**src/cache_coherency_defs.vh**
```
`ifndef CACHE_COHERENCY_DEFS_VH
`define CACHE_COHERENCY_DEFS_VH

// ==========================================================================
// register offsets (byte addresses)
`define REG_CMD           8'h00
`define REG_STATUS        8'h04

// ==========================================================================
// command register fields
`define CMD_OP_LSB        0
`define CMD_OP_MSB        2
`define CMD_WAY_LSB       4
`define CMD_WAY_MSB       5
`define CMD_COPYBACK      6
`define CMD_HIT           7
`define CMD_SNOOP_LSB     8
`define CMD_SNOOP_MSB     9
`define CMD_LINE_SIZE     10
`define CMD_SNOOPABLE     11
`define CMD_MASK_LSB      12
`define CMD_MASK_MSB      15
`define CMD_RESET         32'h0000_0000

// ==========================================================================
// status register fields
`define STAT_STATE_LSB    0
`define STAT_STATE_MSB    7
`define STAT_DIRTY_LSB    8
`define STAT_DIRTY_MSB    23
`define STAT_BUSY         24
`define STAT_PBUF         25
`define STAT_WT_ERR       26

// ==========================================================================
// operation codes
`define OP_NONE           3'h0
`define OP_CPU_READ       3'h1
`define OP_CPU_WRITE      3'h2
`define OP_INVALIDATE     3'h3
`define OP_PUSH           3'h4
`define OP_SNOOP_READ     3'h5
`define OP_SNOOP_WRITE    3'h6

// ==========================================================================
// line states and snoop codes
`define LINE_INVALID      2'h0
`define LINE_VALID        2'h1
`define LINE_DIRTY        2'h2
`define SNOOP_LEAVE       2'h1
`define SNOOP_INVAL       2'h2

`endif

```
**src/line_state_store.v**
```verilog
`timescale 1ns/10ps
`default_nettype none

// ==========================================================================
// valid and per-long-word dirty flags for the four ways of a set
module line_state_store (
    input  wire        pclk,
    input  wire        presetn,
    input  wire        ce,
    input  wire        we,
    input  wire [1:0]  way,
    input  wire        wr_valid,
    input  wire [3:0]  wr_dirty,
    output reg  [3:0]  line_valid,
    output reg  [15:0] line_dirty,
    output reg  [7:0]  line_state
);

`include "cache_coherency_defs.vh"

    integer i;

    // dirty flags are only kept on a valid line, so no fourth state exists
    always @(posedge pclk or negedge presetn) begin
        if (!presetn) begin
            line_valid <= 4'h0;
            line_dirty <= 16'h0000;
        end else if (ce && we) begin
            line_valid[way]        <= wr_valid;
            line_dirty[way*4 +: 4] <= wr_valid ? wr_dirty : 4'h0;
        end
    end

    always @* begin
        for (i = 0; i < 4; i = i + 1) begin
            if (!line_valid[i])
                line_state[i*2 +: 2] = `LINE_INVALID;
            else if (|line_dirty[i*4 +: 4])
                line_state[i*2 +: 2] = `LINE_DIRTY;
            else
                line_state[i*2 +: 2] = `LINE_VALID;
        end
    end

endmodule // line_state_store

`default_nettype wire

```
**src/snoop_decider.v**
```verilog
`timescale 1ns/10ps
`default_nettype none

// ==========================================================================
// response of one hit line to a snooped access
module snoop_decider (
    input  wire       is_write,
    input  wire [1:0] code,
    input  wire       line_size,
    input  wire [3:0] dirty,
    input  wire [3:0] mask,
    output reg        act,
    output reg        keep_valid,
    output reg  [3:0] new_dirty,
    output reg        inhibit,
    output reg        source,
    output reg        sink
);

`include "cache_coherency_defs.vh"

    wire dirty_any = |dirty;
    wire snoop_on  = (code == `SNOOP_LEAVE) || (code == `SNOOP_INVAL);

    always @* begin
        act        = snoop_on;
        keep_valid = 1'b1;
        new_dirty  = dirty;
        inhibit    = 1'b0;
        source     = 1'b0;
        sink       = 1'b0;
        if (snoop_on && !is_write) begin
            inhibit    = dirty_any;
            source     = dirty_any;
            keep_valid = (code != `SNOOP_INVAL);
        end else if (snoop_on) begin
            if (code == `SNOOP_INVAL || line_size) begin
                keep_valid = 1'b0;
            end else if (!dirty_any) begin
                keep_valid = 1'b0;
            end else begin
                inhibit    = 1'b1;
                sink       = 1'b1;
                new_dirty  = dirty | mask;
            end
        end
    end

endmodule // snoop_decider

`default_nettype wire

```
**src/data_cache_line_coherency_fsm.v**
```verilog
`timescale 1ns/10ps
`default_nettype none

// ==========================================================================
// coherency sequencer for one four-way data cache set, driven over apb
module data_cache_line_coherency_fsm (
    input  wire        pclk,
    input  wire        presetn,
    input  wire        ce,
    input  wire        psel,
    input  wire        penable,
    input  wire        pwrite,
    input  wire [7:0]  paddr,
    input  wire [31:0] pwdata,
    output reg  [31:0] prdata,
    output reg         pready,
    output reg         pslverr,
    input  wire        fill_ack,
    input  wire        push_ack,
    input  wire        word_ack,
    output reg         fill_req,
    output reg  [1:0]  fill_way,
    output reg         push_req,
    output reg         word_write_req,
    output reg         cpu_data_valid,
    output reg         inhibit_mem,
    output reg         source_data,
    output reg         sink_data
);

`include "cache_coherency_defs.vh"

    localparam [2:0] SEQ_IDLE   = 3'h0;
    localparam [2:0] SEQ_EXEC   = 3'h1;
    localparam [2:0] SEQ_FILL   = 3'h2;
    localparam [2:0] SEQ_PUSH   = 3'h3;
    localparam [2:0] SEQ_WWRITE = 3'h4;

    // a zero long-word mask still marks one word, so a copyback write always dirties
    function [3:0] lw_mask;
        input [3:0] m;
        begin
            lw_mask = (m == 4'h0) ? 4'h1 : m;
        end
    endfunction

    // ======================================================================
    // state
    reg  [2:0]  seq;
    reg  [31:0] cmd;
    reg         pbuf_valid;
    reg         wt_err;
    reg  [2:0]  next_seq;
    reg         next_pbuf_valid;
    reg         next_wt_err_set;
    reg         next_data_valid;
    reg         next_inhibit;
    reg         next_source;
    reg         next_sink;
    reg         st_we;
    reg         st_valid;
    reg  [3:0]  st_dirty;

    wire [3:0]  line_valid;
    wire [15:0] line_dirty;
    wire [7:0]  line_state;

    wire [2:0]  op        = cmd[`CMD_OP_MSB:`CMD_OP_LSB];
    wire [1:0]  way       = cmd[`CMD_WAY_MSB:`CMD_WAY_LSB];
    wire        copyback  = cmd[`CMD_COPYBACK];
    wire        hit       = cmd[`CMD_HIT];
    wire        snoopable = cmd[`CMD_SNOOPABLE];
    wire [3:0]  mask      = lw_mask(cmd[`CMD_MASK_MSB:`CMD_MASK_LSB]);
    wire        sel_valid = line_valid[way];
    wire [3:0]  sel_dirty = line_dirty[way*4 +: 4];
    wire        sel_dirty_any = sel_valid && (|sel_dirty);

    wire        sn_act;
    wire        sn_keep;
    wire [3:0]  sn_dirty;
    wire        sn_inhibit;
    wire        sn_source;
    wire        sn_sink;

    // ======================================================================
    // apb slave: one wait state, pready and prdata come from flops
    wire access    = psel && penable && pready;
    wire wr_cmd    = access && pwrite && (paddr == `REG_CMD);
    wire wr_status = access && pwrite && (paddr == `REG_STATUS);
    wire start     = wr_cmd && !pslverr; // busy is judged once, when pslverr is launched
    reg  [31:0] next_rdata;
    reg         next_err;

    always @* begin
        next_rdata = 32'h0000_0000;
        next_err   = 1'b0;
        if (paddr == `REG_CMD) begin
            next_rdata = cmd;
            next_err   = pwrite && (seq != SEQ_IDLE);
        end else if (paddr == `REG_STATUS) begin
            next_rdata[`STAT_STATE_MSB:`STAT_STATE_LSB] = line_state;
            next_rdata[`STAT_DIRTY_MSB:`STAT_DIRTY_LSB] = line_dirty;
            next_rdata[`STAT_BUSY]   = (seq != SEQ_IDLE);
            next_rdata[`STAT_PBUF]   = pbuf_valid;
            next_rdata[`STAT_WT_ERR] = wt_err;
        end else begin
            next_err = 1'b1;
        end
    end

    always @(posedge pclk or negedge presetn) begin
        if (!presetn) begin
            pready  <= 1'b0;
            prdata  <= 32'h0000_0000;
            pslverr <= 1'b0;
        end else if (ce) begin
            if (psel && penable && !pready) begin
                pready  <= 1'b1;
                prdata  <= pwrite ? 32'h0000_0000 : next_rdata;
                pslverr <= next_err;
            end else begin
                pready  <= 1'b0;
                pslverr <= 1'b0;
            end
        end
    end

    // ======================================================================
    // line storage and snoop response
    line_state_store u_store (
        .pclk       (pclk),
        .presetn    (presetn),
        .ce         (ce),
        .we         (st_we),
        .way        (way),
        .wr_valid   (st_valid),
        .wr_dirty   (st_dirty),
        .line_valid (line_valid),
        .line_dirty (line_dirty),
        .line_state (line_state)
    );

    snoop_decider u_snoop (
        .is_write   (op == `OP_SNOOP_WRITE),
        .code       (cmd[`CMD_SNOOP_MSB:`CMD_SNOOP_LSB]),
        .line_size  (cmd[`CMD_LINE_SIZE]),
        .dirty      (sel_dirty),
        .mask       (mask),
        .act        (sn_act),
        .keep_valid (sn_keep),
        .new_dirty  (sn_dirty),
        .inhibit    (sn_inhibit),
        .source     (sn_source),
        .sink       (sn_sink)
    );

    // ======================================================================
    // sequencer
    always @* begin
        next_seq        = seq;
        next_pbuf_valid = pbuf_valid;
        next_wt_err_set = 1'b0;
        next_data_valid = 1'b0;
        next_inhibit    = 1'b0;
        next_source     = 1'b0;
        next_sink       = 1'b0;
        st_we           = 1'b0;
        st_valid        = sel_valid;
        st_dirty        = sel_dirty;
        case (seq)
            SEQ_IDLE: begin
                if (start)
                    next_seq = SEQ_EXEC;
            end
            SEQ_EXEC: begin
                next_seq = SEQ_IDLE;
                case (op)
                    `OP_CPU_READ, `OP_CPU_WRITE: begin
                        if (op == `OP_CPU_WRITE && !copyback) begin
                            next_wt_err_set = sel_dirty_any;
                            next_seq        = SEQ_WWRITE;
                        end else if (hit && op == `OP_CPU_READ) begin
                            next_data_valid = 1'b1;
                        end else if (hit) begin
                            st_we    = 1'b1;
                            st_valid = 1'b1;
                            st_dirty = sel_dirty | mask;
                        end else begin
                            // victim dirty data waits in the push buffer
                            next_pbuf_valid = sel_dirty_any;
                            st_we    = 1'b1;
                            st_valid = 1'b0;
                            st_dirty = 4'h0;
                            next_seq = SEQ_FILL;
                        end
                    end
                    `OP_INVALIDATE: begin
                        st_we    = 1'b1;
                        st_valid = 1'b0;
                        st_dirty = 4'h0;
                    end
                    `OP_PUSH: begin
                        next_pbuf_valid = sel_dirty_any;
                        st_we    = 1'b1;
                        st_valid = 1'b0;
                        st_dirty = 4'h0;
                        if (sel_dirty_any)
                            next_seq = SEQ_PUSH;
                    end
                    `OP_SNOOP_READ, `OP_SNOOP_WRITE: begin
                        if (snoopable && hit && sel_valid && sn_act) begin
                            st_we        = 1'b1;
                            st_valid     = sn_keep;
                            st_dirty     = sn_dirty;
                            next_inhibit = sn_inhibit;
                            next_source  = sn_source;
                            next_sink    = sn_sink;
                        end
                    end
                    default: begin
                        next_seq = SEQ_IDLE;
                    end
                endcase
            end
            SEQ_FILL: begin
                if (fill_ack) begin
                    st_we           = 1'b1;
                    st_valid        = 1'b1;
                    st_dirty        = (op == `OP_CPU_WRITE) ? mask : 4'h0;
                    next_data_valid = (op == `OP_CPU_READ);
                    next_seq        = pbuf_valid ? SEQ_PUSH : SEQ_IDLE;
                end
            end
            SEQ_PUSH: begin
                if (push_ack) begin
                    next_pbuf_valid = 1'b0;
                    next_seq        = SEQ_IDLE;
                end
            end
            SEQ_WWRITE: begin
                if (word_ack)
                    next_seq = SEQ_IDLE;
            end
            default: begin
                next_seq = SEQ_IDLE;
            end
        endcase
    end

    always @(posedge pclk or negedge presetn) begin
        if (!presetn) begin
            seq            <= SEQ_IDLE;
            cmd            <= `CMD_RESET;
            pbuf_valid     <= 1'b0;
            wt_err         <= 1'b0;
            fill_req       <= 1'b0;
            fill_way       <= 2'h0;
            push_req       <= 1'b0;
            word_write_req <= 1'b0;
            cpu_data_valid <= 1'b0;
            inhibit_mem    <= 1'b0;
            source_data    <= 1'b0;
            sink_data      <= 1'b0;
        end else if (ce) begin
            seq            <= next_seq;
            pbuf_valid     <= next_pbuf_valid;
            if (start)
                cmd <= pwdata;
            // a new error wins over a write-one clear in the same cycle
            if (next_wt_err_set)
                wt_err <= 1'b1;
            else if (wr_status && pwdata[`STAT_WT_ERR])
                wt_err <= 1'b0;
            fill_req       <= (next_seq == SEQ_FILL);
            fill_way       <= way;
            push_req       <= (next_seq == SEQ_PUSH);
            word_write_req <= (next_seq == SEQ_WWRITE);
            cpu_data_valid <= next_data_valid;
            inhibit_mem    <= next_inhibit;
            source_data    <= next_source;
            sink_data      <= next_sink;
        end
    end

endmodule // data_cache_line_coherency_fsm

`default_nettype wire

```
**config.mk**
```make
export PLATFORM = sky130hd
export DESIGN_NAME = data_cache_line_coherency_fsm
export DESIGN_NICKNAME = d
export VERILOG_FILES = /design/src/line_state_store.v /design/src/snoop_decider.v /design/src/data_cache_line_coherency_fsm.v
export VERILOG_INCLUDE_DIRS = /design/src
export SDC_FILE = /design/constraint.sdc
export NUM_CORES = 1
export LEC_CHECK = 0
export BUFFER_PORTS_ARGS = -buffer_cell sky130_fd_sc_hd__buf_2
export CORE_ASPECT_RATIO = 0.9
export CORE_UTILIZATION = 58
export DETAILED_ROUTE_END_ITERATION = 8
export GPL_ROUTABILITY_DRIVEN = 0
export PLACE_DENSITY = 0.84
export SLEW_MARGIN = 25
export SYNTH_ARGS = -nofsm -noshare
export SYNTH_HDL_FRONTEND = slang
export SYNTH_SLANG_ARGS = --single-unit
```
**constraint.sdc**
```tcl
create_clock -name pclk -period 4 [get_ports pclk]
set_input_delay 0.6 -clock pclk [delete_from_list [all_inputs] [get_ports pclk]]
set_output_delay 0.6 -clock pclk [all_outputs]
set_load 0.01 [all_outputs]
```
==> results.json, run 1 <==
{
  "status": "complete, no violations",
  "finalWorstPathRequiredPeriod_ns": 3.20,
  "ios": 92,
  "synth_nets": 485,
  "critPathCapture": "u_store.line_dirty[13]",
  "floorplan.initialDensity_pct": 61.3,
  "ys.warnings.count": 0,
  "power_w": 0.00181,
  "diodes": 0,
  "ys_seq_area_share_pct": 52.8,
  "syn_area_sq_mm": 0.00474,
  "die_width_um": 97.3,
  "syn_avg_cell_area_sq_um": 11.1,
  "cts_max_path_buffers": 2,
  "vias_per_cell": 6.56,
  "r2r_start": "cmd[4]",
  "finalMaxSlewViolations": 0,
  "cts_setup_buffers": 0,
  "hold_viol_final": 0,
  "grt_pass1_vias": 3962,
  "routed_wl_mm": 12.2,
  "p_clk_share_pct": 34.6,
  "final_cell_mix": "dfrtp_1 (100), buf_2 (90), nand2_1 (52), mux2_2 (35), inv_1 (26)",
  "nNetsFinal": 569,
  "leakage_nw": 2.81,
  "area_delta_synth_final_pct": 15.5,
  "die-area_sq_mm": 0.00854,
  "p_int_w": 0.00133,
  "root_buffer": "clkbuf_8",
  "cp-startpoint": "cmd[4]",
  "cts_tree": "built",
  "core_area_sq_mm": 0.00773,
  "synthCells": 429,
  "cp.required_ns": 4.25,
  "clkSinkCount": 100,
  "async_flop_share_pct": 100,
  "setup_violations": 0,
  "grt_pass1_wl_mm": 20.1,
  "rsz0062_at_grt": "no",
  "cts_max_level": 3,
  "r2r_cells": 6,
  "arrival_ns": 3.45,
  "worst_pin_slew_ns": 0.992,
  "grt_overflow": 0,
  "worstSetupStartpointType": "flop",
  "port_buffers": 91,
  "die_y_um": 87.8,
  "max_slew_margin_pct": 33.8,
  "via_count": 4028,
  "tns_ns": 0,
  "r2r_end": "u_store.line_dirty[13]",
  "yosysUniqueCellTypes": 53,
  "grtUsageTotal_pct": 30.6,
  "crit_slowest_cell": "dfrtp_1",
  "routedWlPerCell_um": 19.8,
  "seqPwrFrac_pct": 57.3,
  "antenna_found_initial": 0,
  "layout_commonest_cell": "dfrtp_1",
  "max-cap-violations": 0,
  "cp-end-kind": "flop",
  "switching_share_pct": 26.7,
  "fin_crit_sh_pct": 80.0,
  "grt_start_max_net_pins": 81,
  "holdBufCountCts": 0,
  "placement_rows": 30,
  "dp_hpwl_mm": 8.46,
  "pwr_density_cell_mw_per_mm2": 330,
  "path_clk_slew_ns": 0.10,
  "route.detailed.drc": 0,
  "path_class": "flop to flop",
  "drive_gt1_share_pct": 31.3,
  "fillers": 580,
  "synth_flop_cell": "dfrtp_1",
  "ant_nets": 0,
  "final.setup_skew_ns": 0.00679,
  "clk_latency_ns": 0.38,
  "cp_cell_sequence": "mux4_2, or4_1, nand2_1, o2111ai_1, nand4_1, o21ai_0",
  "cpPeakStageDelay_ns": 0.71,
  "p_sw_w": 0.000483,
  "cts_buffers": 9,
  "drt-initial-drc-count": 630,
  "hp-class": "input port to asynchronous set/reset pin",
  "fmax_mhz": 313,
  "reg2reg_slack_ns": 0.80,
  "cp_max_fo": 13,
  "ir_worst_vdd_mv": 0.194,
  "dr.pass1.iters": 5,
  "cts_resized": 0,
  "ys_ff_latch": 100,
  "combPwrFrac_pct": 8.1,
  "synth_edf_count": 0
}
-- registers in the layout (all words and copies together), names as in the netlist, 2 cells and up --
name,count
fill_way,2
cmd,32
u_store.line_dirty,16
u_store.line_valid,4
seq,3
prdata,32
-- critical path, delay by kind of cell, from the launching register on --
family / cells / cell delay (ns)
simple gates: 3 / 1.19
mux: 1 / 0.61
flops: 1 / 0.71
compound gates: 2 / 0.54
-- cell usage after synthesis (all sizes together), types with 2 or more instances --
master	number	area (sq um)
nor3	9	50.1
nor4	8	50.1
and3b	2	17.5
nor2	16	60.1
o2bb2ai	4	35.0
a22o	5	43.8
o31ai	11	82.6
a32o	2	20.0
nor3b	3	22.5
clkbuf	21	78.8
nand2	52	195
mux4	5	120
a21oi	8	40.0
nand2b	4	25.0
a222oi	19	190
a32oi	2	25.0
o211ai	2	15.0
buf	2	16.3
o21ai	27	135
and4	2	17.5
or3b	3	26.3
a211o	2	26.3
mux2	35	394
a22oi	11	92.6
nand3	8	40.0
nor2b	5	31.3
nand3b	2	15.0
ha	7	87.6
a31oi	3	18.8
and3	2	17.5
or3	3	18.8
dfrtp	100	2500
nand4	7	43.8
inv	26	97.6
-- how the worst min path moves through the flow --
| stage | from | endpoint | depth (start not counted) |
|---|---|---|---|
| floorplan | presetn | cmd[0] | 0 |
| global placement | cmd[24] | prdata[24] | 2 |
| detailed placement | sink_data | sink_data | 1 |
| CTS | presetn | prdata[9] | 1 |
| global route | presetn | word_write_req | 1 |
| finish | presetn | pready | 1 |
-- final cells by class --
class | instances | area [sq um] | share of cell area [%]
timing repair buffer | 96 | 499 | 9.12
sequential | 100 | 2500 | 45.7
clock inverter | 6 | 53.8 | 0.982
multi-input combinational | 280 | 2070 | 37.7
clock buffer | 10 | 138 | 2.51
inverter | 26 | 97.6 | 1.78
tap | 96 | 120 | 2.19
-- routing by layer --
| layer | GRT usage, % | part of all wire (%) | vias up |
|---|---|---|---|
| met5 | 0 | 0 | - |
| met3 | 8.46 | 9.1 | 39 |
| met4 | 11.8 | 2.5 | 0 |
| met1 | 40.2 | 41 | 1978 |
| li1 | - | - | 1769 |
| met2 | 49.3 | 47 | 242 |
-- cell families (layout without fill, tap and decap cells) --
logic type | Yosys count | in the layout | synth area share, %
adder cells (fa/ha/maj) | 7 | 7 | 1.85
AND/OR/NAND/NOR | 129 | 129 | 13.8
multiplexers | 41 | 41 | 11.1
AO/OA/AOI/OAI | 102 | 102 | 16.3
buffers and inverters | 49 | 138 | 4.06
flip-flops | 100 | 100 | 52.8
XOR/XNOR | 1 | 1 | 0.185
-- stage by stage --
step	setup slack [ns]	cell area [sq um]	utilization (%)	cells	hold slack [ns]
2_1_floorplan	1.35	4740	-	429	0.304
3_3_place_gp	1.03	5280	68.3	598	0.465
3_5_place_dp	0.908	5280	68.3	598	0.473
4_1_cts	0.875	5470	70.8	614	0.414
5_1_grt	0.682	5480	70.8	614	0.284
6_report	0.801	5480	70.8	614	0.244
-- power by group through the flow --
| stage | clock [W] | combinational [W] | sequential [W] |
|---|---|---|---|
| floorplan | 0 | 0.0000723 | 0.00105 |
| global placement | 0 | 0.000138 | 0.00106 |
| finish | 0.000626 | 0.000146 | 0.00104 |
| CTS | 0.000632 | 0.000144 | 0.00104 |
| detailed placement | 0 | 0.000143 | 0.00106 |
| global route | 0.000674 | 0.000159 | 0.00104 |
Power figures use the tool's default switching activity.
==> inputs of run 2 (changes only) <==
--- a/config.mk
+++ b/config.mk
@@ -8,10 +8,10 @@
 export LEC_CHECK = 0
 export BUFFER_PORTS_ARGS = -buffer_cell sky130_fd_sc_hd__buf_2
 export CORE_ASPECT_RATIO = 0.9
-export CORE_UTILIZATION = 58
+export CORE_UTILIZATION = 50
 export DETAILED_ROUTE_END_ITERATION = 8
 export GPL_ROUTABILITY_DRIVEN = 0
-export PLACE_DENSITY = 0.84
+export PLACE_DENSITY = 0.77
 export SLEW_MARGIN = 25
 export SYNTH_ARGS = -nofsm -noshare
 export SYNTH_HDL_FRONTEND = slang
==> constraint.sdc (replaced) <==
create_clock -name pclk -period 2.7 [get_ports pclk]
set_input_delay 0.405 -clock pclk [delete_from_list [all_inputs] [get_ports pclk]]
set_output_delay 0.405 -clock pclk [all_outputs]
set_load 0.01 [all_outputs]
==> results.json, run 2 (synthesis results as in run 1) <==
{
  "status": "complete, no violations",
  "core_area_sq_mm": 0.00917,
  "diodes": 0,
  "clk_latency_ns": 0.36,
  "regArea_sq_mm": 0.00250,
  "fillers": 739,
  "root_buffer": "clkbuf_8",
  "antenna_found_initial": 0,
  "final_cells": 663,
  "cts_buffers": 9,
  "max_slew_margin_pct": 58.7,
  "die_width_um": 105,
  "final_cell_mix": "dfrtp_1 (99), buf_2 (90), nand2_1 (52), mux2_2 (35), buf_4 (28)",
  "floorplan.initialDensity_pct": 51.7,
  "grt_pass1_wl_mm": 19.2,
  "fmax_mhz": 382,
  "drt-initial-drc-count": 344,
  "dr.pass1.iters": 9,
  "hold_slack_ns": 0.0461,
  "vias_per_cell": 6.00,
  "worst_pin_slew_ns": 0.619,
  "cp_num_buf_inv": 0,
  "cts_max_level": 3,
  "top_regs": "cmd (32), prdata (32), u_store.line_dirty (16)",
  "fin_util_pct": 62.1,
  "setup_violations": 0,
  "fin_crit_sh_pct": 96.9,
  "die_y_um": 94.4,
  "ios": 92,
  "crit_slowest_cell": "or4_1",
  "hold_viol_final": 0,
  "multi_input_area_sq_mm": 0.00208,
  "nNetsFinal": 592,
  "cpPeakStageDelay_ns": 0.57,
  "grt_overflow": 0,
  "layout_commonest_cell": "dfrtp_1",
  "holdBufCountCts": 0,
  "hp-class": "input port to asynchronous set/reset pin",
  "cts_tree": "built",
  "cp.required_ns": 2.95,
  "arrival_ns": 2.86,
  "cp_cell_sequence": "mux4_2, or4_1, and3_4, a211o_4, a32oi_4, o31ai_1",
  "route.detailed.drc": 0,
  "cp_max_fo": 6,
  "leakage_nw": 2.92,
  "path_clk_slew_ns": 0.10,
  "pwr_density_cell_mw_per_mm2": 469,
  "dp_cells": 646,
  "area_delta_synth_final_pct": 20.1,
  "crit_family": "simple AND/OR/NAND/NOR gates",
  "routedWlPerCell_um": 17.9,
  "worstSetupStartpointType": "flop",
  "cts_max_path_buffers": 2,
  "routed_wl_mm": 11.9,
  "clkSinkCount": 100,
  "placement_rows": 33,
  "cp-end-kind": "flop",
  "port_buffers": 91,
  "grt_pass1_vias": 3833,
  "die-area_sq_mm": 0.00988,
  "max-cap-violations": 0,
  "via_count": 3977,
  "path_class": "flop to flop",
  "grtUsageTotal_pct": 25.1,
  "ant_nets": 0,
  "ir_worst_vdd_mv": 0.255,
  "finalMaxSlewViolations": 0,
  "final.setup_skew_ns": 0.0122,
  "finalWorstPathRequiredPeriod_ns": 2.62,
  "grt_start_max_net_pins": 57,
  "dp_hpwl_mm": 8.53,
  "drive_gt1_share_pct": 34.2,
  "tns_ns": 0
}
-- run 2: area by class of cell --
cell class / count / share of cell area (%)
inverter: 26 / 1.71
timing repair buffer: 119 / 12.0
multi-input combinational: 280 / 36.5
clock inverter: 5 / 0.747
sequential: 100 / 44.0
tap: 122 / 2.68
clock buffer: 11 / 2.48
-- run 2: power breakdown --
part | leakage [nW] | internal [W] | switching (W) | total [W]
registers | 1.36 | 0.00151 | 0.0000184 | 0.00153
logic | 1.47 | 0.0000963 | 0.000148 | 0.000244
clock network | 0.0909 | 0.000373 | 0.000521 | 0.000893
total | 2.92 | 0.00198 | 0.000687 | 0.00267
-- run 2: worst reg2reg max path: stages, from the launching register on --
cell	delay (ns)
dfrtp_2	0.46
mux4_2	0.56
or4_1	0.57
and3_4	0.21
a211o_4	0.30
a32oi_4	0.29
o31ai_1	0.13
-- run 2: per-stage QoR --
step                setup WS (ns)  cell area, sq um  total power (W)
finish                     0.0837              5700          0.00267
global route              -0.0197              5700          0.00278
CTS                        0.0665              5680          0.00269
detailed placement        -0.0123              5490          0.00180
global placement           0.0886              5490          0.00179
floorplan                  0.0559              4740          0.00166
-- run 2: routing by layer --
layer / routed length, um / GRT usage, %
met5: 0 / 0
met4: 243 / 8.69
met3: 800 / 6.00
met2: 5830 / 40.7
met1: 5030 / 33.3
-- run 2: what timing repair did --
action / 4_1_cts / 5_1_grt
setup buffers: 0 / 1
setup endpoints to repair: 2 / 6
endpoints found under the hold margin: 0 / 0
pin swaps: 0 / 1
resized for setup: 1 / 1
gates cloned: 0 / 0
-- run 2: worst paths after layout --
kind | startpoint | endpoint | slack, ns | cells after the start
min | presetn | sink_data | 0.05 | 1
max | cmd[4] | u_store.line_dirty[10] | 0.08 | 6
max reg2reg | cmd[4] | u_store.line_dirty[10] | 0.08 | 6
min reg2reg | word_write_req | word_write_req | 0.49 | 2
min in group pclk | pwdata[5] | cmd[5] | 0.26 | 3
max in group asynchronous | presetn | cmd[4] | 1.92 | 2
